==> config.mk <==
export PLATFORM = sky130hd
export DESIGN_NAME = ciex_unit
export DESIGN_NICKNAME = d
export VERILOG_FILES = /design/src/rtl/ciex_pkg.sv /design/src/rtl/ciex_unit.sv
export SDC_FILE = /design/constraint.sdc
export NUM_CORES = 1
export LEC_CHECK = 0
export BUFFER_PORTS_ARGS = -buffer_cell sky130_fd_sc_hd__buf_2
export CAP_MARGIN = 20
export CORE_ASPECT_RATIO = 0.6
export CORE_MARGIN = 3
export CORE_UTILIZATION = 35
export CTS_BUF_LIST = sky130_fd_sc_hd__clkbuf_8 sky130_fd_sc_hd__clkbuf_16
export DETAILED_ROUTE_END_ITERATION = 7
export GPL_TIMING_DRIVEN = 0
export HOLD_SLACK_MARGIN = 0.05
export PLACE_DENSITY = 0.61
export SYNTH_ARGS = -nofsm -noshare
export SYNTH_HDL_FRONTEND = slang
export SYNTH_SLANG_ARGS = --single-unit
export TNS_END_PERCENT = 20
==> constraint.sdc <==
create_clock -name sys_clk_i -period 11 [get_ports sys_clk_i]
set_clock_uncertainty 0.1 [all_clocks]
set_input_delay 0.55 -clock sys_clk_i [delete_from_list [all_inputs] [get_ports sys_clk_i]]
set_output_delay 0.55 -clock sys_clk_i [all_outputs]
set_load 0.005 [all_outputs]
==> src/rtl/ciex_pkg.sv <==
package ciex_pkg;
    // vectors
    localparam logic [7:0] VEC_DEBUG = 8'h01;
    localparam logic [7:0] VEC_NMI = 8'h02;
    localparam logic [7:0] VEC_BREAKPOINT = 8'h03;
    localparam logic [7:0] VEC_OVERFLOW = 8'h04;
    localparam logic [7:0] VEC_INVALID_OP = 8'h06;
    localparam logic [7:0] VEC_DOUBLE_FAULT = 8'h08;
    localparam logic [7:0] VEC_FIRST_USER = 8'h20;
    // flag and config bit positions
    localparam int FLAG_TRACE_BIT = 8;
    localparam int FLAG_IE_BIT = 9;
    localparam int CONFIG_CONTROL_7_NMI_EN_BIT = 2;
    localparam logic [7:0] CONFIG_CONTROL_7_INDEX = 8'hEB;
    // handler table base, limit and config register reset
    localparam logic [31:0] TABLE_BASE_RST = 32'h0000_0000;
    localparam logic [15:0] TABLE_LIMIT_RST = 16'h03FF;
    localparam logic [31:0] CONFIG_CONTROL_7_RST = 32'h0000_0000;
    // table entry sizes in bytes
    localparam logic [31:0] ENTRY_REAL_BYTES = 32'h0000_0004;
    localparam logic [31:0] ENTRY_PROT_BYTES = 32'h0000_0008;
    // exception classes
    typedef enum logic [1:0] {CIEX_TRAP, CIEX_FAULT, CIEX_ABORT, CIEX_MASKABLE_IRQ} ciex_class_t;
    // register offsets
    localparam logic [7:0] REG_CONFIG_CONTROL_7 = CONFIG_CONTROL_7_INDEX;
    localparam logic [7:0] REG_TBL_BASE = 8'h00;
    localparam logic [7:0] REG_TBL_LIMIT = 8'h04;
    localparam logic [7:0] REG_STATUS = 8'h08;
    localparam logic [7:0] REG_LAST_VEC = 8'h0C;
endpackage : ciex_pkg

==> src/rtl/ciex_unit.sv <==
// Behaviour
// - nmi always uses vector 2, supplied internally, no acknowledge cycle
// - smi beats nmi, nmi beats maskable interrupt
// - nmi blocked until return; one edge latched meanwhile, served after return
// - halt inside nmi handler wakes on reset, unmasked irq or smi only
// - maskable irq accepted only while flags bit 9 is one
// - maskable irq taken at instruction boundary or string move point
// - maskable irq runs acknowledge cycle; controller returns 8-bit vector
// - hardware interrupts enter after instruction completes, return to next
// - traps reported after causing instruction: soft int, step, data break
// - soft interrupt handler runs regardless of interrupt enable flag
// - one-byte breakpoint instruction raises vector 3
// - trace flag bit 8 raises vector 1 after every instruction
// - faults reported before completion; saved pointer addresses faulting instr
// - data break and single step debug are traps, others faults
// - double fault vector 8 is the only abort, not restartable
// - handler entry pushes pointer and flags plus optional error code
// - illegal opcodes raise vector 6
// - nmi handling enabled by config register EBh bit 2
// - table indexed by vector; 4-byte entries real, 8-byte protected
// - after reset table base 0h and limit 3FFh
// - interrupt gate clears interrupt enable; trap gate leaves it (here only status bit 4 records it; flags pass unchanged)
//
// The address-and-strobe port and the placing of the registers were decided locally.
`timescale 1ns/1ps
`default_nettype none
module ciex_unit (
    // clock and reset
    input wire logic sys_clk_i,
    input wire logic sys_rst_i,
    // interrupt pins
    input wire logic nmi_i,
    input wire logic maskable_irq_i,
    input wire logic sysmgmt_irq_n_i,
    // acknowledge cycle with external controller
    output logic ack_cycle_o,
    input wire logic ack_valid_i,
    input wire logic [7:0] ack_vector_i,
    // core pipeline events
    input wire logic instr_boundary_i,
    input wire logic string_point_i,
    input wire logic [31:0] instr_ptr_i,
    input wire logic [31:0] next_ptr_i,
    input wire logic [31:0] flags_register_i,
    input wire logic protected_mode_i,
    input wire logic halt_i,
    input wire logic return_from_interrupt_i,
    input wire logic soft_interrupt_instr_i,
    input wire logic breakpoint_instr_i,
    input wire logic [7:0] soft_vector_i,
    input wire logic data_break_i,
    input wire logic instr_break_i,
    input wire logic illegal_op_i,
    input wire logic fault_i,
    input wire logic [7:0] fault_vector_i,
    input wire logic double_fault_i,
    input wire logic gate_is_maskable_irq_i,
    input wire logic [15:0] error_code_i,
    input wire logic error_code_valid_i,
    // register port
    input wire logic [7:0] reg_addr_i,
    input wire logic [31:0] reg_wdata_i,
    input wire logic reg_wr_i,
    input wire logic reg_rd_i,
    output logic [31:0] reg_rdata_o,
    // dispatch to core
    output logic entry_o,
    output logic [7:0] entry_vector_o,
    output ciex_pkg::ciex_class_t entry_class_o,
    output logic [31:0] entry_addr_o,
    output logic [31:0] push_ptr_o,
    output logic [31:0] push_flags_o,
    output logic [15:0] push_error_o,
    output logic push_error_valid_o,
    output logic sysmgmt_entry_o,
    output logic halted_o,
    output logic in_nmi_o
);
    import ciex_pkg::*;

    // pin synchronisers: three stages, change accepted when stages two and three agree
    logic [2:0] nmi_sync_r;
    logic [2:0] irq_sync_r;
    logic [2:0] smi_sync_r;
    logic nmi_lvl_r;
    logic irq_lvl_r;
    logic smi_lvl_r;
    always_ff @(posedge sys_clk_i) begin
        if (sys_rst_i) begin
            nmi_sync_r <= 3'h0;
            irq_sync_r <= 3'h0;
            smi_sync_r <= 3'h7;
            nmi_lvl_r <= 1'b0;
            irq_lvl_r <= 1'b0;
            smi_lvl_r <= 1'b1;
        end else begin
            nmi_sync_r <= {nmi_sync_r[1:0], nmi_i};
            irq_sync_r <= {irq_sync_r[1:0], maskable_irq_i};
            smi_sync_r <= {smi_sync_r[1:0], sysmgmt_irq_n_i};
            if (nmi_sync_r[1] == nmi_sync_r[2]) nmi_lvl_r <= nmi_sync_r[2];
            if (irq_sync_r[1] == irq_sync_r[2]) irq_lvl_r <= irq_sync_r[2];
            if (smi_sync_r[1] == smi_sync_r[2]) smi_lvl_r <= smi_sync_r[2];
        end
    end

    logic nmi_prev_r;
    logic nmi_rise;
    always_ff @(posedge sys_clk_i) begin
        if (sys_rst_i) nmi_prev_r <= 1'b0;
        else nmi_prev_r <= nmi_lvl_r;
    end
    assign nmi_rise = nmi_lvl_r & ~nmi_prev_r;

    // registers
    logic [31:0] config_control_7_r;
    logic [31:0] tbl_base_r;
    logic [15:0] tbl_limit_r;
    logic [7:0] last_vec_r;
    logic nmi_enabled;
    assign nmi_enabled = config_control_7_r[CONFIG_CONTROL_7_NMI_EN_BIT];

    always_ff @(posedge sys_clk_i) begin
        if (sys_rst_i) begin
            config_control_7_r <= CONFIG_CONTROL_7_RST;
            tbl_base_r <= TABLE_BASE_RST;
            tbl_limit_r <= TABLE_LIMIT_RST;
        end else if (reg_wr_i) begin
            if (reg_addr_i == REG_CONFIG_CONTROL_7) config_control_7_r <= reg_wdata_i;
            if (reg_addr_i == REG_TBL_BASE) tbl_base_r <= reg_wdata_i;
            if (reg_addr_i == REG_TBL_LIMIT) tbl_limit_r <= reg_wdata_i[15:0];
        end
    end

    // nmi pending and blocking state
    logic nmi_pend_r;
    logic in_nmi_r;
    logic halted_r;
    logic halt_in_nmi_r;
    logic irq_ok;
    logic take_smi;
    logic take_nmi;
    logic take_irq;
    logic ack_wait_r;

    // smi is active low; taken at boundary ahead of everything else except an acknowledge already in progress
    assign take_smi = instr_boundary_i & ~smi_lvl_r & ~ack_wait_r;
    assign irq_ok = irq_lvl_r & flags_register_i[FLAG_IE_BIT];
    // nmi is served only at a boundary and only outside an nmi handler
    assign take_nmi = instr_boundary_i & nmi_pend_r & ~in_nmi_r & nmi_enabled
                      & ~take_smi & ~ack_wait_r;
    assign take_irq = (instr_boundary_i | string_point_i) & irq_ok & ~take_smi
                      & ~take_nmi & ~ack_wait_r;

    // one edge latched while blocked; a new edge wins over clearing on take
    always_ff @(posedge sys_clk_i) begin
        if (sys_rst_i) nmi_pend_r <= 1'b0;
        else if (nmi_rise) nmi_pend_r <= 1'b1;
        else if (take_nmi) nmi_pend_r <= 1'b0;
    end

    always_ff @(posedge sys_clk_i) begin
        if (sys_rst_i) in_nmi_r <= 1'b0;
        else if (take_nmi) in_nmi_r <= 1'b1;
        else if (return_from_interrupt_i) in_nmi_r <= 1'b0;
    end

    // halt wake: inside nmi handler an nmi edge does not wake the core
    always_ff @(posedge sys_clk_i) begin
        if (sys_rst_i) begin
            halted_r <= 1'b0;
            halt_in_nmi_r <= 1'b0;
        end else if (halt_i) begin
            halted_r <= 1'b1;
            halt_in_nmi_r <= in_nmi_r;
        end else if (halted_r && (irq_ok || !smi_lvl_r ||
                     (!halt_in_nmi_r && nmi_pend_r && nmi_enabled))) begin
            halted_r <= 1'b0;
        end
    end

    // acknowledge cycle runs only for maskable interrupts
    always_ff @(posedge sys_clk_i) begin
        if (sys_rst_i) ack_wait_r <= 1'b0;
        else if (take_irq) ack_wait_r <= 1'b1;
        else if (ack_valid_i) ack_wait_r <= 1'b0;
    end
    always_ff @(posedge sys_clk_i) begin
        if (sys_rst_i) ack_cycle_o <= 1'b0;
        else ack_cycle_o <= take_irq;
    end

    // exception selection: highest priority first
    logic exc_any;
    logic [7:0] exc_vec;
    ciex_class_t exc_class;
    logic exc_restart;
    always_comb begin
        exc_any = 1'b1;
        exc_vec = VEC_DEBUG;
        exc_class = CIEX_TRAP;
        exc_restart = 1'b0;
        if (double_fault_i) begin
            exc_vec = VEC_DOUBLE_FAULT;
            exc_class = CIEX_ABORT;
        end else if (data_break_i || (instr_boundary_i && flags_register_i[FLAG_TRACE_BIT])) begin
            exc_vec = VEC_DEBUG;
            exc_class = CIEX_TRAP;
        end else if (instr_break_i) begin
            exc_vec = VEC_DEBUG;
            exc_class = CIEX_FAULT;
            exc_restart = 1'b1;
        end else if (illegal_op_i) begin
            exc_vec = VEC_INVALID_OP;
            exc_class = CIEX_FAULT;
            exc_restart = 1'b1;
        end else if (fault_i) begin
            exc_vec = fault_vector_i;
            exc_class = CIEX_FAULT;
            exc_restart = 1'b1;
        end else if (breakpoint_instr_i) begin
            exc_vec = VEC_BREAKPOINT;
        end else if (soft_interrupt_instr_i) begin
            exc_vec = soft_vector_i;
        end else begin
            exc_any = 1'b0;
        end
    end

    function automatic logic [31:0] entry_addr(input logic [31:0] base, input logic [7:0] vec,
                                               input logic prot);
        logic [31:0] sz;
        sz = prot ? ENTRY_PROT_BYTES : ENTRY_REAL_BYTES;
        entry_addr = base + {24'h0, vec} * sz;
    endfunction : entry_addr

    logic dispatch;
    logic [7:0] disp_vec;
    assign dispatch = (~take_smi & exc_any) | take_nmi | (ack_wait_r & ack_valid_i);
    assign disp_vec = (ack_wait_r & ack_valid_i) ? ack_vector_i :
                      (take_nmi ? VEC_NMI : exc_vec);

    // handler entry outputs and pushed state
    always_ff @(posedge sys_clk_i) begin
        if (sys_rst_i) begin
            entry_o <= 1'b0;
            entry_vector_o <= 8'h00;
            entry_class_o <= CIEX_TRAP;
            entry_addr_o <= 32'h0000_0000;
            push_ptr_o <= 32'h0000_0000;
            push_flags_o <= 32'h0000_0000;
            push_error_o <= 16'h0000;
            push_error_valid_o <= 1'b0;
            sysmgmt_entry_o <= 1'b0;
            last_vec_r <= 8'h00;
        end else begin
            entry_o <= dispatch;
            sysmgmt_entry_o <= take_smi;
            if (dispatch) begin
                entry_vector_o <= disp_vec;
                last_vec_r <= disp_vec;
                entry_addr_o <= entry_addr(tbl_base_r, disp_vec, protected_mode_i);
                entry_class_o <= (exc_any && !take_nmi && !ack_wait_r) ? exc_class : CIEX_MASKABLE_IRQ;
                // faults restart at the faulting instruction, others resume after
                // hardware interrupts and traps resume at the next instruction
                push_ptr_o <= (exc_any && exc_restart && !take_nmi && !ack_wait_r) ?
                              instr_ptr_i : next_ptr_i;
                push_flags_o <= flags_register_i;
                push_error_o <= error_code_i;
                push_error_valid_o <= protected_mode_i & error_code_valid_i;
            end
        end
    end

    // interrupt gate flagged in status bit 4 with the entry; the flags image handed to the handler is unchanged
    logic ie_clear_r;
    always_ff @(posedge sys_clk_i) begin
        if (sys_rst_i) ie_clear_r <= 1'b0;
        else ie_clear_r <= dispatch & gate_is_maskable_irq_i;
    end

    always_ff @(posedge sys_clk_i) begin
        if (sys_rst_i) begin
            halted_o <= 1'b0;
            in_nmi_o <= 1'b0;
        end else begin
            halted_o <= halted_r;
            in_nmi_o <= in_nmi_r;
        end
    end

    // read port, data one cycle after strobe; unmapped reads return zero
    always_ff @(posedge sys_clk_i) begin
        if (sys_rst_i) reg_rdata_o <= 32'h0000_0000;
        else if (reg_rd_i) begin
            unique case (reg_addr_i)
                REG_CONFIG_CONTROL_7: reg_rdata_o <= config_control_7_r;
                REG_TBL_BASE: reg_rdata_o <= tbl_base_r;
                REG_TBL_LIMIT: reg_rdata_o <= {16'h0000, tbl_limit_r};
                REG_STATUS: reg_rdata_o <= {27'h0, ie_clear_r, ack_wait_r, halted_r,
                                            nmi_pend_r, in_nmi_r};
                REG_LAST_VEC: reg_rdata_o <= {24'h0, last_vec_r};
                default: reg_rdata_o <= 32'h0000_0000;
            endcase
        end else reg_rdata_o <= 32'h0000_0000;
    end
endmodule : ciex_unit
`default_nettype wire

==> results_dict.tcl <==
set metrics [dict create \
    outcome "completed" \
    critPathSlowestCell "a31oi_1" \
    startpoint_type "register" \
    synth_nets 1485 \
    layout-drive-gt1-share_pct 28.9 \
    leakagePower_nw 6.22 \
    hold_viol 0 \
    synth_top_cell_by_area "dfxtp_1" \
    power.density_cell_area_nw_per_um2 147 \
    drv_cap 0 \
    syn-instance-count 1266 \
    cts_buffers 27 \
    tightest_slew_ps 1090 \
    synth_area_sq_um 10800 \
    setup_violations 0 \
    ys.warnings.count 0 \
    antenna_found_initial 4 \
    cts_tree "done" \
    dp_hpwl_um 31400 \
    postRouteAntennaNets 0 \
    worstSkewPairLatency_ps 540 \
    max_stage_delay_ps 830 \
    finalSetupTns_ps 0 \
    crit_path_max_fanout 10 \
    slew_headroom_pct 27.0 \
    fin_nets 1870 \
    postCtsHoldBufs 0 \
    cts_setup_buffers 0 \
    grtUsageTotal_pct 23.0 \
    crit_chain "buf_2, nand2b_1, or3_1, clkbuf_1, and4_1, a22o_1, mux2_2, ha_1, clkbuf_1, ha_1, a21oi_1, nand2_1, a31oi_1, a211oi_1, xnor2_1, a211oi_1" \
    die_area_sq_um 33100 \
    synth_top_area_share_pct 47.9 \
    grt-ovfl-total 0 \
    drt-total-wl_um 40200 \
    rsz0062_at_grt "false" \
    synth_top_cells_by_count "308 x nand2_1, 259 x dfxtp_1, 174 x a21oi_1" \
    yosysUniqueCellTypes 59 \
    fmax_mhz 196 \
    critical_path_class "reg2reg" \
    clk_path_buf_depth 3 \
    grt_pass1_wl_um 58900 \
    viasPerCell 5.15 \
    cts-htree-levels 1 \
    cts_resized 0 \
    cp.required_ps 11310 \
    postSynthAreaPerCell_sq_um 8.54 \
    synthMostInstantiatedCell "nand2_1" \
    initial_core_util_pct 35.9 \
    vias 10700 \
    ir_drop_v 0.0000877 \
    place_congestion 0.930 \
    area_delta_synth_final_pct 29.6 \
    ioPinCount 358 \
    ys_top_cells_by_area "dfxtp_1 48%, nand2_1 11%, a21oi_1 8.1%" \
    async_reset_ff_share_pct 0 \
    arrival_ps 5410 \
    ys_seq_area_share_pct 47.9 \
    synth_top_flop_cell "dfxtp_1" \
    wl_per_cell_um 19.3 \
    drv_slew 0 \
    die_width_um 233 \
    die_h_um 142 \
    synth-seq-cells 259 \
    period_needed_ps 5100 \
    drc 0 \
    reg2regPathDepth 16 \
    root_buffer "clkbuf_16" \
    fillerInstances 3056 \
    holdWs_ps 93.4 \
    grt_max_degree 15 \
    crit_path_end_kind "register" \
    numClockSinks 259 \
    core-area_sq_um 30200 \
    row_count 49 \
    synth_enable_flop_cells 0 \
    holdPathStages 2 \
    io_buffers 355 \
    drt_iter0_drc 919 \
    hold_class "in2reg" \
    post-route-period-util_pct 46.4 \
    drtPass1Iterations 5 \
    clk_pin_slew_ps 70 \
    grt_pass1_vias 10000 \
]
[layer usage]
metal  part of all wire (%)  wire [um]  GRT usage [%]
met1                     45      18200           32.2
met2                     43      17200           34.9
met3                    9.6       3860           6.12
met4                    2.4        963           6.73
met5                      0          0              0
[flip-flops by register name, summed over array words and instances (netlist names), 2 cells and up]
name and cells:
config_control_7_r 32, entry_addr_o 32, entry_class_o 2, irq_sync_r 3, last_vec_r 8, nmi_sync_r 3, push_error_o 16, push_flags_o 32
push_ptr_o 32, reg_rdata_o 32, smi_sync_r 3, tbl_base_r 32, tbl_limit_r 16
[stage by stage]
step	util, %	total power [mW]	setup WS [ps]	instance area, sq um	cells
after detailed placement	43.4	1.15	5930	13100	2029
after global routing	46.4	2.13	5610	14000	2081
after CTS	46.4	2.07	6080	14000	2076
final	46.5	2.06	5900	14000	2082
after global placement	43.4	1.14	5950	13100	2029
after floorplan	-	1.06	7160	10800	1266
[layout by cell type, fill, tap and decap left out, drive strengths merged, types with 4 or more instances in the layout]
master  synthesis  layout
mux2i          38      38
and2            5       5
nor3b           5       5
a21oi         174     174
o21ai          35      35
clkbuf         62      95
a211oi         50      50
nor2           87      87
diode           0       5
a22oi          22      22
nor2b          13      13
inv            10      14
nand2b         13      13
dfxtp         259     259
nand2         308     308
buf            34     390
clkinv          0       6
ha             20      20
nor3           10      10
nand3          21      21
xnor2          22      22
nor4            6       6
and4            4       4
a222oi         16      16
and3            5       5
[cells by family (layout without fill, tap and decap cells)]
family / Yosys count / in the layout / share of synthesized area [%]
and+or+nand+nor: 489 / 489 / 19.2
DFF: 259 / 259 / 47.9
buffers and inverters: 106 / 509 / 4.63
AOI/OAI and AO/OA: 326 / 326 / 20.0
adders and majority gates: 21 / 21 / 2.50
other: 1 / 6 / 0.0347
muxes: 41 / 41 / 3.83
xor gates and xnor gates: 23 / 23 / 1.86
[worst paths after layout]
path / end / startpoint / slack (ps)
setup / recovery: entry_addr_o[26] / ack_wait_r / 5900
hold / removal: smi_sync_r[0] / sysmgmt_irq_n_i / 90
setup reg to reg: entry_addr_o[26] / ack_wait_r / 5900
hold reg to reg: smi_sync_r[1] / smi_sync_r[0] / 300
[final cells by class]
cell class,instances,area [sq um],share of cell area [%]
antenna,5,12.5,0.0893
buffer,96,463,3.30
clock buffer,33,758,5.41
clock inverter,14,133,0.946
inverter,10,37.5,0.268
multi-input combinational,901,5130,36.6
sequential,259,5180,37.0
tap,408,510,3.64
timing repair buffer,356,1780,12.7
[critical path: cells and delay by family (launching register included)]
family / cells / cell delay [ps]
and+or+nand+nor: 4 / 920
DFF: 1 / 290
xor gates and xnor gates: 1 / 550
AOI/OAI and AO/OA: 5 / 1710
buffers and inverters: 3 / 490
adders and majority gates: 2 / 560
muxes: 1 / 300
[report_power, final]
| group | switching [mW] | internal (mW) |
|---|---|---|
| clock network | 0.395 | 0.535 |
| registers | 0.0123 | 0.962 |
| logic | 0.0831 | 0.0689 |
(Power assumes the default switching activity.)
